File: src/dram_access_map.sv
// Shared constants, types and the external-data address decoder
package dram_access_pkg;
    // ------------------------------------------------------------
    // Widths
    // ------------------------------------------------------------
    localparam int PHYS_W = 14;
    localparam int XADDR_W = 16;
    localparam int ROW_W = 5;
    localparam int COL_W = 6;
    localparam int BLK_W = 4;
    localparam int OFFS_W = 10;
    localparam int SEL_W = 3;
    localparam int REF_CNT_W = 12;
    // ------------------------------------------------------------
    // External data space windows
    // ------------------------------------------------------------
    localparam logic [15:0] AUX_LO = 16'h0000;
    localparam logic [15:0] AUX_HI = 16'h07ff;
    localparam logic [15:0] TTX_LO = 16'h2000;
    localparam logic [15:0] TTX_HI = 16'h47ff;
    localparam logic [15:0] CAP_LO = 16'h8000;
    localparam logic [15:0] CAP_HI = 16'h84ff;
    localparam logic [15:0] CAP_DISP_HI = 16'h845f;
    // ------------------------------------------------------------
    // Physical DRAM layout
    // ------------------------------------------------------------
    localparam logic [13:0] DISP_PHYS_BASE = 14'h0800;
    localparam logic [13:0] DISP_PHYS_LAST = 14'h2fff;
    localparam logic [7:0] SPACE_CODE = 8'h20;
    // ------------------------------------------------------------
    // Row and column pointer limits
    // ------------------------------------------------------------
    localparam logic [5:0] COL_LAST = 6'h27;
    localparam logic [5:0] COL_SPLIT = 6'h20;
    localparam logic [4:0] ROW_END = 5'h19;
    localparam logic [5:0] COL_END = 6'h17;
    localparam logic [9:0] HI_GROUP_BASE = 10'h3f8;
    // ------------------------------------------------------------
    // Register port selects
    // ------------------------------------------------------------
    localparam logic [2:0] SEL_ROW = 3'h0;
    localparam logic [2:0] SEL_COL = 3'h1;
    localparam logic [2:0] SEL_DATA = 3'h2;
    localparam logic [2:0] SEL_BLOCK = 3'h3;
    localparam logic [2:0] SEL_STATUS = 3'h4;
    // ------------------------------------------------------------
    // Timing
    // ------------------------------------------------------------
    localparam int CLK_PERIOD_NS = 5;
    localparam int REFRESH_INTERVAL_NS = 15600;
    localparam int REFRESH_CYCLES = REFRESH_INTERVAL_NS / CLK_PERIOD_NS;
    // ------------------------------------------------------------
    // Types
    // ------------------------------------------------------------
    typedef enum logic {
        ST_CLEAR = 1'b0,
        ST_RUN = 1'b1
    } phase_t;
    typedef enum logic [2:0] {
        OWN_NONE = 3'b000,
        OWN_CAP = 3'b001,
        OWN_DISP = 3'b011,
        OWN_XDM = 3'b010,
        OWN_SFR = 3'b110
    } owner_t;
    // ------------------------------------------------------------
    // Row/column to block offset
    // ------------------------------------------------------------
    function automatic logic [9:0] rc_offset(input logic [4:0] row, input logic [5:0] col);
        if (col < COL_SPLIT) begin
            rc_offset = {row, col[4:0]};
        end else begin
            rc_offset = 10'(HI_GROUP_BASE - {2'h0, row, 3'h0} + {7'h00, col[2:0]});
        end
    endfunction
    // ------------------------------------------------------------
    // Pointer auto-increment
    // ------------------------------------------------------------
    function automatic logic [10:0] next_pos(input logic [4:0] row, input logic [5:0] col);
        if (row == ROW_END && col == COL_END) begin
            next_pos = '0;
        end else if (col == COL_LAST) begin
            next_pos = {5'(row + 5'h01), 6'h00};
        end else begin
            next_pos = {row, 6'(col + 6'h01)};
        end
    endfunction
endpackage

`timescale 1ns/100ps
module xdm_map (
    // External data address
    input wire logic [15:0] addr,
    // Decode result
    output logic hit,
    output logic [13:0] phys
);
    always_comb begin
        hit = 1'b0;
        phys = '0;
        if (addr <= dram_access_pkg::AUX_HI) begin
            hit = 1'b1; // [RULE_07]
            phys = addr[13:0];
        end else if (addr >= dram_access_pkg::TTX_LO && addr <= dram_access_pkg::TTX_HI) begin
            hit = 1'b1; // [RULE_08] [RULE_11]
            phys = 14'(dram_access_pkg::DISP_PHYS_BASE + 14'(addr - dram_access_pkg::TTX_LO));
        end else if (addr >= dram_access_pkg::CAP_LO && addr <= dram_access_pkg::CAP_HI) begin
            hit = 1'b1; // [RULE_08] [RULE_09]
            phys = 14'(dram_access_pkg::DISP_PHYS_BASE + 14'(addr - dram_access_pkg::CAP_LO));
        end
    end
endmodule

File: src/shared_display_memory_access.sv
// Embedded DRAM arbiter, refresh, page clear and display register port
// Contract
// RULE_01: Arbitrate DRAM among clients and perform refresh and page clearing.
// RULE_02: Capture, display and microcontroller each get access to the one DRAM.
// RULE_03: Auxiliary area gets no initial value; software initialises it.
// RULE_04: Auxiliary contents kept in idle; power-down may lose them.
// RULE_05: Display area filled with 20H at power-up; kept in idle.
// RULE_06: Idle exit by interrupt keeps display; exit by reset refills 20H.
// RULE_07: Auxiliary area is 2 kbytes at 0000H to 07FFH.
// RULE_08: Display at 2000H-47FFH or 8000H-84FFH, both same physical area.
// RULE_09: Caption display uses to 845FH; rest up to 84FFH is software space.
// RULE_10: Auxiliary and caption range only via external data moves.
// RULE_11: Teletext range reachable by external data moves and register port.
// RULE_12: Teletext block is 40 columns by 25 rows in 1K bytes.
// RULE_13: Block, row, column fields pick position; data register accesses it.
// RULE_14: Every data register access advances the row/column pointer.
// RULE_15: Column counts to 39 then wraps and row increments.
// RULE_16: Access at row 25 column 23 resets row and column to zero.
// RULE_17: Software writes only in-range pointer values.
// RULE_18: Ten-bit row/column offset added to block base gives full address.
// RULE_19: Columns 0-31 at row*20H+col; 32-39 at 3F8H minus 8*row.
// RULE_20: Reset clears whole page memory; clearing flag set until done.
// RULE_21: Microcontroller access stalls while others hold DRAM; nothing lost.
// RULE_22: Pointer registers read back the current incremented position.
`timescale 1ns/100ps
module shared_display_memory_access #(
    parameter int REFRESH_CYCLES = dram_access_pkg::REFRESH_CYCLES
) (
    // Clock and reset
    input wire logic clk,
    input wire logic rst_n,
    // Power state
    input wire logic power_down,
    // Data capture client
    input wire logic cap_req,
    input wire logic cap_we,
    input wire logic [13:0] cap_addr,
    input wire logic [7:0] cap_wdata,
    output logic cap_gnt,
    output logic cap_rvalid,
    // Display client
    input wire logic disp_req,
    input wire logic [13:0] disp_addr,
    output logic disp_gnt,
    output logic disp_rvalid,
    // Shared read data for capture and display
    output logic [7:0] rd_data,
    // External data move port
    input wire logic xdm_req,
    input wire logic xdm_we,
    input wire logic [15:0] xdm_addr,
    input wire logic [7:0] xdm_wdata,
    output logic xdm_ack,
    output logic [7:0] xdm_rdata,
    // Register port
    input wire logic sfr_wr,
    input wire logic sfr_rd,
    input wire logic [2:0] sfr_sel,
    input wire logic [7:0] sfr_wdata,
    output logic sfr_ack,
    output logic [7:0] sfr_rdata,
    // Status
    output logic page_clearing,
    // DRAM array
    output logic dram_req,
    output logic dram_we,
    output logic dram_refresh,
    output logic [13:0] dram_addr,
    output logic [7:0] dram_wdata,
    input wire logic [7:0] dram_rdata
);
    // ------------------------------------------------------------
    // State
    // ------------------------------------------------------------
    typedef struct packed {
        dram_access_pkg::phase_t phase;
        logic [11:0] ref_cnt;
        logic ref_pend;
        logic [13:0] clr_addr;
        logic [4:0] row;
        logic [5:0] col;
        logic [3:0] blk;
        logic sfr_pend;
        logic sfr_wait;
        logic sfr_we;
        logic [7:0] sfr_wd;
        logic xdm_busy;
        dram_access_pkg::owner_t iss_own;
        dram_access_pkg::owner_t wait_own;
        logic dram_req;
        logic dram_we;
        logic dram_ref;
        logic [13:0] dram_addr;
        logic [7:0] dram_wdata;
        logic cap_gnt;
        logic disp_gnt;
        logic cap_rv;
        logic disp_rv;
        logic [7:0] rd_data;
        logic xdm_ack;
        logic [7:0] xdm_rdata;
        logic sfr_ack;
        logic [7:0] sfr_rdata;
        logic clearing;
    } state_t;

    localparam logic [11:0] REF_LAST = 12'(REFRESH_CYCLES - 1);

    state_t q;
    state_t d;
    logic xdm_hit;
    logic [13:0] xdm_phys;
    logic [13:0] sfr_phys;
    logic xdm_issue;
    logic sfr_issue;

    // ------------------------------------------------------------
    // Address decode
    // ------------------------------------------------------------
    xdm_map u_map (
        .addr(xdm_addr),
        .hit(xdm_hit),
        .phys(xdm_phys)
    );

    // Block base plus row/column offset
    assign sfr_phys = 14'(dram_access_pkg::DISP_PHYS_BASE
        + {q.blk, dram_access_pkg::rc_offset(q.row, q.col)}); // [RULE_12] [RULE_13] [RULE_18] [RULE_19]

    // ------------------------------------------------------------
    // Next state
    // ------------------------------------------------------------
    always_comb begin
        d = q;
        xdm_issue = 1'b0;
        sfr_issue = 1'b0;
        d.dram_req = 1'b0;
        d.dram_we = 1'b0;
        d.dram_ref = 1'b0;
        d.cap_gnt = 1'b0;
        d.disp_gnt = 1'b0;
        d.cap_rv = 1'b0;
        d.disp_rv = 1'b0;
        d.xdm_ack = 1'b0;
        d.sfr_ack = 1'b0;
        d.iss_own = dram_access_pkg::OWN_NONE;
        d.wait_own = q.iss_own;
        // Read data return, one cycle after the array access
        unique case (q.wait_own)
            dram_access_pkg::OWN_CAP: begin
                d.cap_rv = 1'b1;
                d.rd_data = dram_rdata;
            end
            dram_access_pkg::OWN_DISP: begin
                d.disp_rv = 1'b1;
                d.rd_data = dram_rdata;
            end
            dram_access_pkg::OWN_XDM: begin
                d.xdm_ack = 1'b1;
                d.xdm_rdata = dram_rdata;
                d.xdm_busy = 1'b0;
            end
            dram_access_pkg::OWN_SFR: begin
                d.sfr_ack = 1'b1;
                d.sfr_rdata = dram_rdata;
                d.sfr_pend = 1'b0;
                d.sfr_wait = 1'b0;
            end
            dram_access_pkg::OWN_NONE: begin
            end
            default: begin
            end
        endcase
        // Register port strobes
        if ((sfr_wr || sfr_rd) && !q.sfr_pend) begin
            d.sfr_ack = 1'b1;
            unique case (sfr_sel)
                dram_access_pkg::SEL_ROW: begin
                    if (sfr_wr) begin
                        d.row = sfr_wdata[4:0];
                    end
                    d.sfr_rdata = 8'(q.row); // [RULE_22]
                end
                dram_access_pkg::SEL_COL: begin
                    if (sfr_wr) begin
                        d.col = sfr_wdata[5:0];
                    end
                    d.sfr_rdata = 8'(q.col); // [RULE_22]
                end
                dram_access_pkg::SEL_BLOCK: begin
                    if (sfr_wr) begin
                        d.blk = sfr_wdata[3:0];
                    end
                    d.sfr_rdata = 8'(q.blk);
                end
                dram_access_pkg::SEL_STATUS: begin
                    d.sfr_rdata = 8'(q.clearing);
                end
                dram_access_pkg::SEL_DATA: begin
                    d.sfr_ack = 1'b0;
                    d.sfr_pend = 1'b1;
                    d.sfr_we = sfr_wr;
                    d.sfr_wd = sfr_wdata;
                end
                default: begin
                    d.sfr_rdata = '0;
                end
            endcase
        end
        // Unmapped external data address answers at once with zero
        if (xdm_req && !xdm_hit && !q.xdm_busy && !q.xdm_ack) begin
            d.xdm_ack = 1'b1;
            d.xdm_rdata = '0;
        end
        // Arbitration: refresh, clear, capture, display, register port, data move
        if (q.ref_pend) begin
            d.dram_ref = 1'b1; // [RULE_01]
            d.ref_pend = 1'b0;
        end else if (q.phase == dram_access_pkg::ST_CLEAR) begin
            d.dram_req = 1'b1; // [RULE_20] [RULE_05] [RULE_06]
            d.dram_we = 1'b1;
            d.dram_addr = q.clr_addr;
            d.dram_wdata = dram_access_pkg::SPACE_CODE;
            if (q.clr_addr == dram_access_pkg::DISP_PHYS_LAST) begin
                d.phase = dram_access_pkg::ST_RUN;
                d.clearing = 1'b0;
            end else begin
                d.clr_addr = 14'(q.clr_addr + 14'h0001);
            end
        end else if (cap_req && !q.cap_gnt) begin
            d.dram_req = 1'b1; // [RULE_02]
            d.dram_we = cap_we;
            d.dram_addr = cap_addr;
            d.dram_wdata = cap_wdata;
            d.cap_gnt = 1'b1;
            d.iss_own = cap_we ? dram_access_pkg::OWN_NONE : dram_access_pkg::OWN_CAP;
        end else if (disp_req && !q.disp_gnt) begin
            d.dram_req = 1'b1; // [RULE_02]
            d.dram_addr = disp_addr;
            d.disp_gnt = 1'b1;
            d.iss_own = dram_access_pkg::OWN_DISP;
        end else if (q.sfr_pend && !q.sfr_wait) begin
            sfr_issue = 1'b1;
            d.dram_req = 1'b1; // [RULE_11] [RULE_10]
            d.dram_we = q.sfr_we;
            d.dram_addr = sfr_phys;
            d.dram_wdata = q.sfr_wd;
            {d.row, d.col} = dram_access_pkg::next_pos(q.row, q.col); // [RULE_14] [RULE_15] [RULE_16]
            if (q.sfr_we) begin
                d.sfr_ack = 1'b1;
                d.sfr_pend = 1'b0;
            end else begin
                d.sfr_wait = 1'b1;
                d.iss_own = dram_access_pkg::OWN_SFR;
            end
        end else if (xdm_req && xdm_hit && !q.xdm_busy && !q.xdm_ack) begin
            xdm_issue = 1'b1;
            d.dram_req = 1'b1; // [RULE_02] [RULE_21]
            d.dram_we = xdm_we;
            d.dram_addr = xdm_phys;
            d.dram_wdata = xdm_wdata;
            if (xdm_we) begin
                d.xdm_ack = 1'b1;
            end else begin
                d.xdm_busy = 1'b1;
                d.iss_own = dram_access_pkg::OWN_XDM;
            end
        end
        // Refresh timer; a new request wins over the issue above
        if (q.ref_cnt == REF_LAST) begin
            d.ref_cnt = '0;
            if (!power_down) begin
                d.ref_pend = 1'b1; // [RULE_01] [RULE_04]
            end
        end else begin
            d.ref_cnt = 12'(q.ref_cnt + 12'h001);
        end
    end

    // ------------------------------------------------------------
    // State register; reset starts a full clear, auxiliary area untouched
    // ------------------------------------------------------------
    always_ff @(posedge clk or negedge rst_n) begin
        if (!rst_n) begin
            q <= '0;
            q.phase <= dram_access_pkg::ST_CLEAR; // [RULE_06] [RULE_03]
            q.clr_addr <= dram_access_pkg::DISP_PHYS_BASE;
            q.clearing <= 1'b1; // [RULE_20]
            q.iss_own <= dram_access_pkg::OWN_NONE;
            q.wait_own <= dram_access_pkg::OWN_NONE;
        end else begin
            q <= d;
        end
    end

    // ------------------------------------------------------------
    // Outputs
    // ------------------------------------------------------------
    assign cap_gnt = q.cap_gnt;
    assign cap_rvalid = q.cap_rv;
    assign disp_gnt = q.disp_gnt;
    assign disp_rvalid = q.disp_rv;
    assign rd_data = q.rd_data;
    assign xdm_ack = q.xdm_ack;
    assign xdm_rdata = q.xdm_rdata;
    assign sfr_ack = q.sfr_ack;
    assign sfr_rdata = q.sfr_rdata;
    assign page_clearing = q.clearing;
    assign dram_req = q.dram_req;
    assign dram_we = q.dram_we;
    assign dram_refresh = q.dram_ref;
    assign dram_addr = q.dram_addr;
    assign dram_wdata = q.dram_wdata;

    // ------------------------------------------------------------
    // Checks
    // ------------------------------------------------------------
    clear_done_a: assert property (@(posedge clk) disable iff (!rst_n) // [RULE_20]
        $fell(page_clearing) |-> dram_req && dram_we
            && dram_addr == dram_access_pkg::DISP_PHYS_LAST)
        else $error("clear flag dropped before last location written");
    clear_value_a: assert property (@(posedge clk) disable iff (!rst_n) // [RULE_05]
        page_clearing && dram_req |-> dram_we && dram_wdata == dram_access_pkg::SPACE_CODE)
        else $error("clear wrote a value other than space");
    one_grant_a: assert property (@(posedge clk) disable iff (!rst_n) // [RULE_01]
        (cap_gnt || disp_gnt) |-> dram_req && !(cap_gnt && disp_gnt) && !dram_refresh)
        else $error("grant without a single array access");
    refresh_issue_a: assert property (@(posedge clk) disable iff (!rst_n) // [RULE_01]
        q.ref_pend |=> dram_refresh && !dram_req)
        else $error("pending refresh not issued next cycle");
    col_wrap_a: assert property (@(posedge clk) disable iff (!rst_n) // [RULE_15]
        sfr_issue && q.col == dram_access_pkg::COL_LAST && q.row < dram_access_pkg::ROW_END
            |=> q.col == '0 && q.row == 5'($past(q.row) + 5'h01))
        else $error("column did not wrap into next row");
    end_wrap_a: assert property (@(posedge clk) disable iff (!rst_n) // [RULE_16]
        sfr_issue && q.row == dram_access_pkg::ROW_END && q.col == dram_access_pkg::COL_END
            |=> q.col == '0 && q.row == '0)
        else $error("pointer did not return to origin");
    ttx_map_a: assert property (@(posedge clk) disable iff (!rst_n) // [RULE_08]
        xdm_issue && xdm_addr >= dram_access_pkg::TTX_LO && xdm_addr <= dram_access_pkg::TTX_HI
            |=> dram_addr == 14'(dram_access_pkg::DISP_PHYS_BASE
                + 14'($past(xdm_addr) - dram_access_pkg::TTX_LO)))
        else $error("teletext address mapped wrongly");
    port_range_a: assert property (@(posedge clk) disable iff (!rst_n) // [RULE_10]
        sfr_issue |=> dram_req && dram_addr >= dram_access_pkg::DISP_PHYS_BASE)
        else $error("register port reached auxiliary area");
    xdm_hold_a: assert property (@(posedge clk) disable iff (!rst_n) // [RULE_21]
        xdm_issue && !xdm_we |=> !xdm_ack ##1 !xdm_ack ##1 xdm_ack)
        else $error("external data move read not answered in time");
endmodule

File: config.mk
export PLATFORM = sky130hd
export DESIGN_NAME = shared_display_memory_access
export DESIGN_NICKNAME = d
export VERILOG_FILES = /design/src/dram_access_map.sv /design/src/shared_display_memory_access.sv
export SDC_FILE = /design/constraint.sdc
export NUM_CORES = 1
export LEC_CHECK = 0
export BUFFER_PORTS_ARGS = -buffer_cell sky130_fd_sc_hd__clkbuf_2
export CAP_MARGIN = 20
export CORE_MARGIN = 2
export CORE_UTILIZATION = 56
export DETAILED_ROUTE_END_ITERATION = 10
export PLACE_DENSITY_LB_ADDON = 0.2
export SLEW_MARGIN = 40
export SYNTH_ARGS = -nofsm -noshare
export SYNTH_HDL_FRONTEND = slang
export SYNTH_SLANG_ARGS = --single-unit
File: constraint.sdc
create_clock -name clk -period 5.2 [get_ports clk]
set_input_delay 1.04 -clock clk [delete_from_list [all_inputs] [get_ports clk]]
set_output_delay 1.04 -clock clk [all_outputs]
set_load 0.05 [all_outputs]
==> out/summary.md, run 1 <==
Using the TritonRoute via totals, the vias-per-cell ratio works out to 6.02. Static timing analysis puts the maximum clock frequency at 328 MHz. Beginning of the worst register-to-register path: q[103]. The cell with the most instances after synthesis was dfrtp_1. The area overhead of the layout relative to synthesis was 16.5%; the part of the cycle the worst path needs was 58.6%.

Subtracting the final worst setup slack from the clock period gives 3.05 ns. For this design the top-level I/O count stands at 145. The tools report the post-layout net count as 843.

The die covers 12500 µm². The setup path with the least slack is of type in2reg. By count the netlist is led by 115 x dfrtp_1, 55 x nand2_1, 47 x buf_4. The half-perimeter wire length after placement is 12300 µm. The buffer cell driving the clock tree root was clkbuf_16. The number of max-capacitance violations reported is 0, and the residual DRC count is 0. Input and output buffers added on the ports amount to 144. The total overflow left after global routing is 0.

The maximum fanout along the worst path came out at 16. The worst pin sits at a relative slew slack of 50.4%. For the worst flop-to-flop path, the logic depth is 5.

The sum of routed wire length over all layers is 17200 µm, and the power dissipated by switching net loads is 0.000874 W. The leakage dissipation was 3.56 nW; the measured slew at the worst slew-check pin was 0.741 ns. The initial core utilization was 57.3%. For this run, asynchronously set or reset flops after synthesis account for 100%. The chip width was 112 µm.

Count of state elements after synthesis: 117. The worst setup path is launched from a primary input. STA puts the critical path data arrival time at 3.35 ns. The share of total power dissipated in combinational logic is 19.6%.

Largest net degree at the start of global routing: 79. Synthesis produced a netlist whose cell count is 660. The Yosys step of the flow raised 0 warnings.

VDD sags by at most 0.255 mV. The first detailed-routing pass took 8 iterations. Of all cell types, the one taking the most synthesized area is dfrtp_1. The total track usage was 28.3%. The internal portion of the total power is 0.00195 W. The run gives 2 as the buffer levels on the longest clock path.

The run gives 117 as the sink count of the clock tree. The worst setup path endpoint was dram_wdata[5]. The run finished with clean final reports. Setup repair after global routing left no endpoint under its margin. The H-tree generated during clock tree synthesis spans 4 levels. Sequential cells account for 40.0% of the total power. Overall power consumption after layout is estimated at 0.00282 W. The tools report the source of the critical timing path as xdm_addr[11]. Once the clock tree was built, the resizer swapped 0 gates to a different size. The row count is 39. Setup violations remaining at the end of the flow were counted as 0. TritonCTS built the clock tree.

The placeable core region was 11400 µm²; the source-to-sink clock delay at the later pin of the worst-skew pair was 0.42 ns. Post-CTS timing repair inserted 0 buffers for setup. The run gives 0 as the hold violation count in the final report. The dominant register cell in the synthesized netlist was dfrtp_1. 0 antenna diodes ended up in the layout. The global-route wire length before repair was 27700 µm; the via count of the first global-routing pass was 5435.

STA classifies the critical path endpoint as a register. Hold repair after CTS inserted 0 buffers. The setup TNS came out at 0 ns.

The run gives 0.00646 ns as the final worst clock skew. In the final routed layout, each cell accounts on average for 19.0 µm. The via count is 5433, and the clock share of power is 40.4%. The number of synthesized flops with an enable pin was 0; the data required time at the worst endpoint was 5.51 ns.

The run gives 64 as the number of library cell types mapped by synthesis. Endpoint of the most critical register-to-register path: q[83]. Summing every instance area after synthesis gives 6520 µm². For the number of antenna violations at the first check in global routing, the log shows 0. The proportion of netlist area held by the largest area contributor was 44.1%. The run gives 2.92 ns as the internal reg-to-reg setup slack. The total power divided by cell area works out to 372 nW/µm².

Class of the worst hold path: reg2reg. The final RePlAce weighted congestion was 0.943; the post-synthesis net count was 757. The run gives 0 as the count of pins over their slew limit.

In this run, CTS created clock tree buffers numbering 17. The count of nets left with antenna violations once routing finished came out at 0. After clock tree synthesis, the clock-pin slew on the worst setup and hold paths is 0.05 ns. Each instance of the synthesized netlist takes up on average 9.88 µm².

The sequential cell area fraction in the yosys report was 44.9%. By area the synthesized netlist is led by dfrtp_1 44%, buf_4 5.4%, mux2i_1 5.1%. The switching fraction of total power works out to 30.9%. From bottom edge to top edge, the die measures 112 µm. The run gives 551 as the DRC marker count from the first detailed-route iteration. The post-route netlist has 30.0% of its cells at a drive strength greater than 1.
[through the flow]
step	utilization, %	hold slack, ns	cells	setup WS, ns	cell area, µm²
CTS	66.7	0.349	902	2.17	7590
global route	66.8	0.365	902	1.95	7590
global placement	61.3	0.333	870	1.84	6970
finish	66.8	0.347	902	2.15	7590
detailed placement	61.6	0.337	870	1.73	7000
floorplan	-	0.331	660	2.67	6520
[layer usage]
layer	wire length [µm]	GRT usage (%)
met4	451	11.8
met3	1090	5.55
met1	7270	37.3
met5	0	0
met2	8340	46.0
[sequential cells by signal (all words and copies together) (netlist names), 3 cells and up]
signal / count
d: 3
rd_data: 8
dram_wdata: 8
q: 58
dram_addr: 14
xdm_rdata: 8
sfr_rdata: 8
[critical path, stage by stage]
cell and delay (ns):
clkbuf_2 0.13, nor3_2 0.31, nand3b_1 0.54, a21oi_1 0.43, o31a_1 0.52, mux2_1 0.37
[kinds of logic (layout without fill, tap and decap cells)]
| kind of cell | Yosys count | after routing | synth area share, % |
|---|---|---|---|
| AOI/OAI and AO/OA | 126 | 126 | 14.1 |
| xor gates and xnor gates | 25 | 25 | 3.36 |
| adders and majority gates | 8 | 8 | 1.54 |
| buffers and inverters | 100 | 199 | 8.62 |
| DFF | 117 | 117 | 44.9 |
| muxes | 57 | 57 | 9.21 |
| and+or+nand+nor | 227 | 227 | 18.2 |
[power groups by stage]
| stage | combinational [W] | sequential [W] | clock (W) |
|---|---|---|---|
| 2_1_floorplan | 0.000413 | 0.00110 | 0 |
| 3_3_place_gp | 0.000531 | 0.00113 | 0 |
| 3_5_place_dp | 0.000546 | 0.00114 | 0 |
| 4_1_cts | 0.000551 | 0.00113 | 0.00115 |
| 5_1_grt | 0.000601 | 0.00114 | 0.00120 |
| 6_report | 0.000553 | 0.00113 | 0.00114 |
[layout make-up]
type	count	area, µm²
timing repair buffer	150	772
clock buffer	20	457
inverter	17	63.8
multi-input combinational	443	3060
fill	951	3770
sequential	117	2930
tap	143	179
clock inverter	12	129
[worst min-delay path by stage]
stage / startpoint / to / slack (ns) / depth (start not counted)
final: d[57] / q[57] / 0.35 / 0
after global routing: d[57] / q[57] / 0.37 / 0
after CTS: d[57] / q[57] / 0.35 / 0
after detailed placement: d[57] / q[57] / 0.34 / 0
after global placement: d[58] / q[58] / 0.33 / 0
after floorplan: d[56] / q[56] / 0.33 / 0
[placed cells by master, fill, tap and decap left out, types with 3 or more instances in the layout]
cell type and instances:
a21o_1 4, a21oi_1 24, a221o_1 13, a31oi_1 20
and3_1 12, and4_1 5, buf_4 6, clkbuf_16 17
clkbuf_2 143, clkinv_2 4, clkinvlp_4 3, dfrtp_1 115
ha_1 8, inv_1 17, mux2_2 23, mux2i_1 33
nand2_1 55, nand2b_1 11, nand3_1 36, nand3b_1 6
nand4_1 3, nor2_1 44, nor2b_1 3, nor3_1 18
nor3_2 3, nor3b_1 4, o211ai_1 10, o21ai_0 11
o221ai_1 14, o22ai_1 8, or3_1 3, xnor2_1 16
xor2_1 9
Power figures use the tool's default switching activity.
==> run 2: changes to the inputs <==
Settings changed: CORE_UTILIZATION 56 to 50.
Clock period 5.2 ns to 2.5 ns, I/O delays scaled along.
==> out/summary.md, run 2 (same netlist as run 1, synthesis figures left out) <==
The maximum fanout along the worst path was 10 (-6); the count of buffers from port buffering was 144 (unchanged). Mean routed wirelength per cell: 18.5 µm (-2.7%). The slowest cell on the critical path is a211oi_4. Routing usage on met3: 6.08% (+0.53 points).

The global-route wire length before repair came out at 28700 µm (+3.4%). Largest voltage drop on the vdd net: 0.397 mV (+56%). The run gives 17 (unchanged) as the number of clock buffers inserted by TritonCTS. The number of fill cells is 1088 (+14%). The total power divided by cell area was 762 nW/µm² (+100%). For the residual DRC count, the log shows 0 (unchanged). The final worst clock skew was 0.00700 ns (+0.000540 ns); the combined flip-flop and latch cell area was 2930 µm² (unchanged). Walking the worst path, the cells encountered are ha_1, and3_1, and4b_1, a211oi_4, nor4b_2, xor2_1. For the area of the die, the log shows 14000 µm² (+12%).

The via count of the first global-routing pass is 5539 (+1.9%), and the number of diodes is 0 (unchanged). The number of antenna violations at the first check in global routing is 0 (unchanged), and the area overhead of the layout relative to synthesis is 19.5%. The largest net degree at the start of global routing came out at 44 (-44%). The number of flip-flops under the largest register name was 58 (unchanged). TritonCTS built the clock tree. Final RePlAce weighted congestion: 0.924 (-1.9%). The post-place instance area came out at 7200 µm² (+2.8%). The class of the worst hold path was in2async.

The tools report the arrival time of data at the critical path endpoint as 2.60 ns (-0.75 ns). The chip width is 118 µm (+5.6%), and the post-layout minimum cycle time is 2.26 ns. The worst setup path is of the reg2reg kind. The tools report the post-CTS setup-driven buffer insertion count as 0 (unchanged). The run gives 40.6% (-5.4 points) as the met2 track demand over resource. The number of cell instances on the worst register-to-register path is 6 (+1). The flow ran to the end, and the final reports show no timing, DRC or antenna violations.

The setup TNS was 0 ns (unchanged); the number of max-capacitance violations reported was 0 (unchanged). Static timing analysis puts the maximum clock frequency at 443 MHz. After global routing, the most crowded layer is met2. The headroom to the max-slew limit is 50.0% (-0.42 points), and the total track usage is 26.1% (-2.2 points). Iteration count of the initial detailed-routing pass: 6 (-2). The logs give 5555 (+2.2%) for the via count and 12700 µm² (+11%) for the placeable core region.

The hold-fix buffer count after cts was 0 (unchanged). The post-layout net count is 866 (+2.7%). The logs give 0 (unchanged) for the number of nets with antenna violations after detailed routing and 17700 µm (+2.9%) for the sum of routed wire length over all layers.

Setup repair after global routing left no endpoint under its margin. The measured slew at the worst slew-check pin works out to 0.748 ns (+0.00683 ns). The mean number of vias per cell was 5.82 (-3.3%); the count of final setup violators was 0 (unchanged).

The number of gates given a new drive strength after cts is 0 (unchanged). The delay of the slowest critical-path stage works out to 0.51 ns (-0.03 ns). Height of the die: 118 µm (+5.6%). Of the available clock period, the critical path in the final layout requires 90.3%.

The tools report the source-to-sink clock delay at the later pin of the worst-skew pair as 0.42 ns (about the same). The top cell types in the final layout, fill and taps aside, are 143 x clkbuf_2, 115 x dfrtp_1, 55 x nand2_1. The buffer cell driving the clock tree root was clkbuf_16. Leaving out fill and tap cells, the most frequent cell in the layout is clkbuf_2. The buffer levels on the longest clock path was 2 (unchanged); the hold violation count in the final report was 0 (unchanged). The tools report the data required time at the worst endpoint as 2.84 ns (-2.67 ns). The tools report the DRC marker count from the first detailed-route iteration as 643 (+17%).

Register with the highest flop count: q. Critical path capture point type: a register. The area of the multi-input gates was 3040 µm² (-0.94%). The finished layout cell area came out at 7790 µm² (+2.6%). STA classifies the critical path startpoint as a register. The register clock-pin slew on the reported worst setup and hold paths is 0.06 ns (about the same), and the met1 usage is 35.0% (-2.3 points). The top-level I/O count was 145 (unchanged); the count of pins over their slew limit was 0 (unchanged).

The logs give 41 (+5.1%) for the row count and 117 (unchanged) for the sink count of the clock tree. The half-perimeter wire length after placement is 13200 µm (+7.3%), and the initial core utilization is 51.5% (-5.9 points). H-tree depth reported by CTS: 4 (unchanged). The leakage dissipation came out at 3.69 nW (+3.5%). The ratio of cells with drive above 1 in the final layout was 31.6% (+1.5 points); the remaining global-route overflow was 0 (unchanged).
## run 2: where the power goes
group	internal [W]	switching, W
Sequential	0.00210	0.000247
Combinational	0.000454	0.000694
Clock	0.00149	0.000951
Total	0.00404	0.00189
## run 2: cell type report
class                           instances  area share [%]
Multi-Input combinational cell        443            39.0
Sequential cell                       117            37.6
Timing Repair Buffer                  173            12.2
Clock buffer                           17            5.46
Tap cell                              172            2.76
Clock inverter                         15            2.17
Inverter                               17           0.819
## run 2: critical path, delay by kind of cell, from the launching register on
family	cells	cell delay [ns]
adders and majority gates	1	0.27
and+or+nand+nor	3	0.81
DFF	1	0.43
AOI/OAI and AO/OA	1	0.51
xor gates and xnor gates	1	0.16
## run 2: worst paths after layout
| check | startpoint | end | slack (ns) |
|---|---|---|---|
| setup / recovery | q[89] | q[95] | 0.24 |
| hold / removal | rst_n | xdm_rdata[3] | 0.004 |
| setup reg to reg | q[89] | q[95] | 0.24 |
| hold reg to reg | d[57] | q[57] | 0.35 |
| max in group asynchronous | rst_n | dram_addr[12] | 1.81 |
| min in group clk | power_down | q[103] | 0.23 |
## run 2: through the flow
step	hold slack (ns)	setup WS (ns)	util [%]	cells	power [W]
after floorplan	0.204	0.478	-	660	0.00314
after global placement	0.334	0.290	56.8	922	0.00349
after detailed placement	0.336	0.274	56.8	922	0.00351
after CTS	0.000168	0.266	61.5	954	0.00595
after global routing	0.0198	0.180	61.5	954	0.00617
final	0.00392	0.243	61.5	954	0.00594
## run 2: metal layers
layer,up-vias,part of all wire (%)
met5,-,0
met4,0,2.6
met3,41,7.9
met2,299,46
met1,2641,44
li1,2574,-
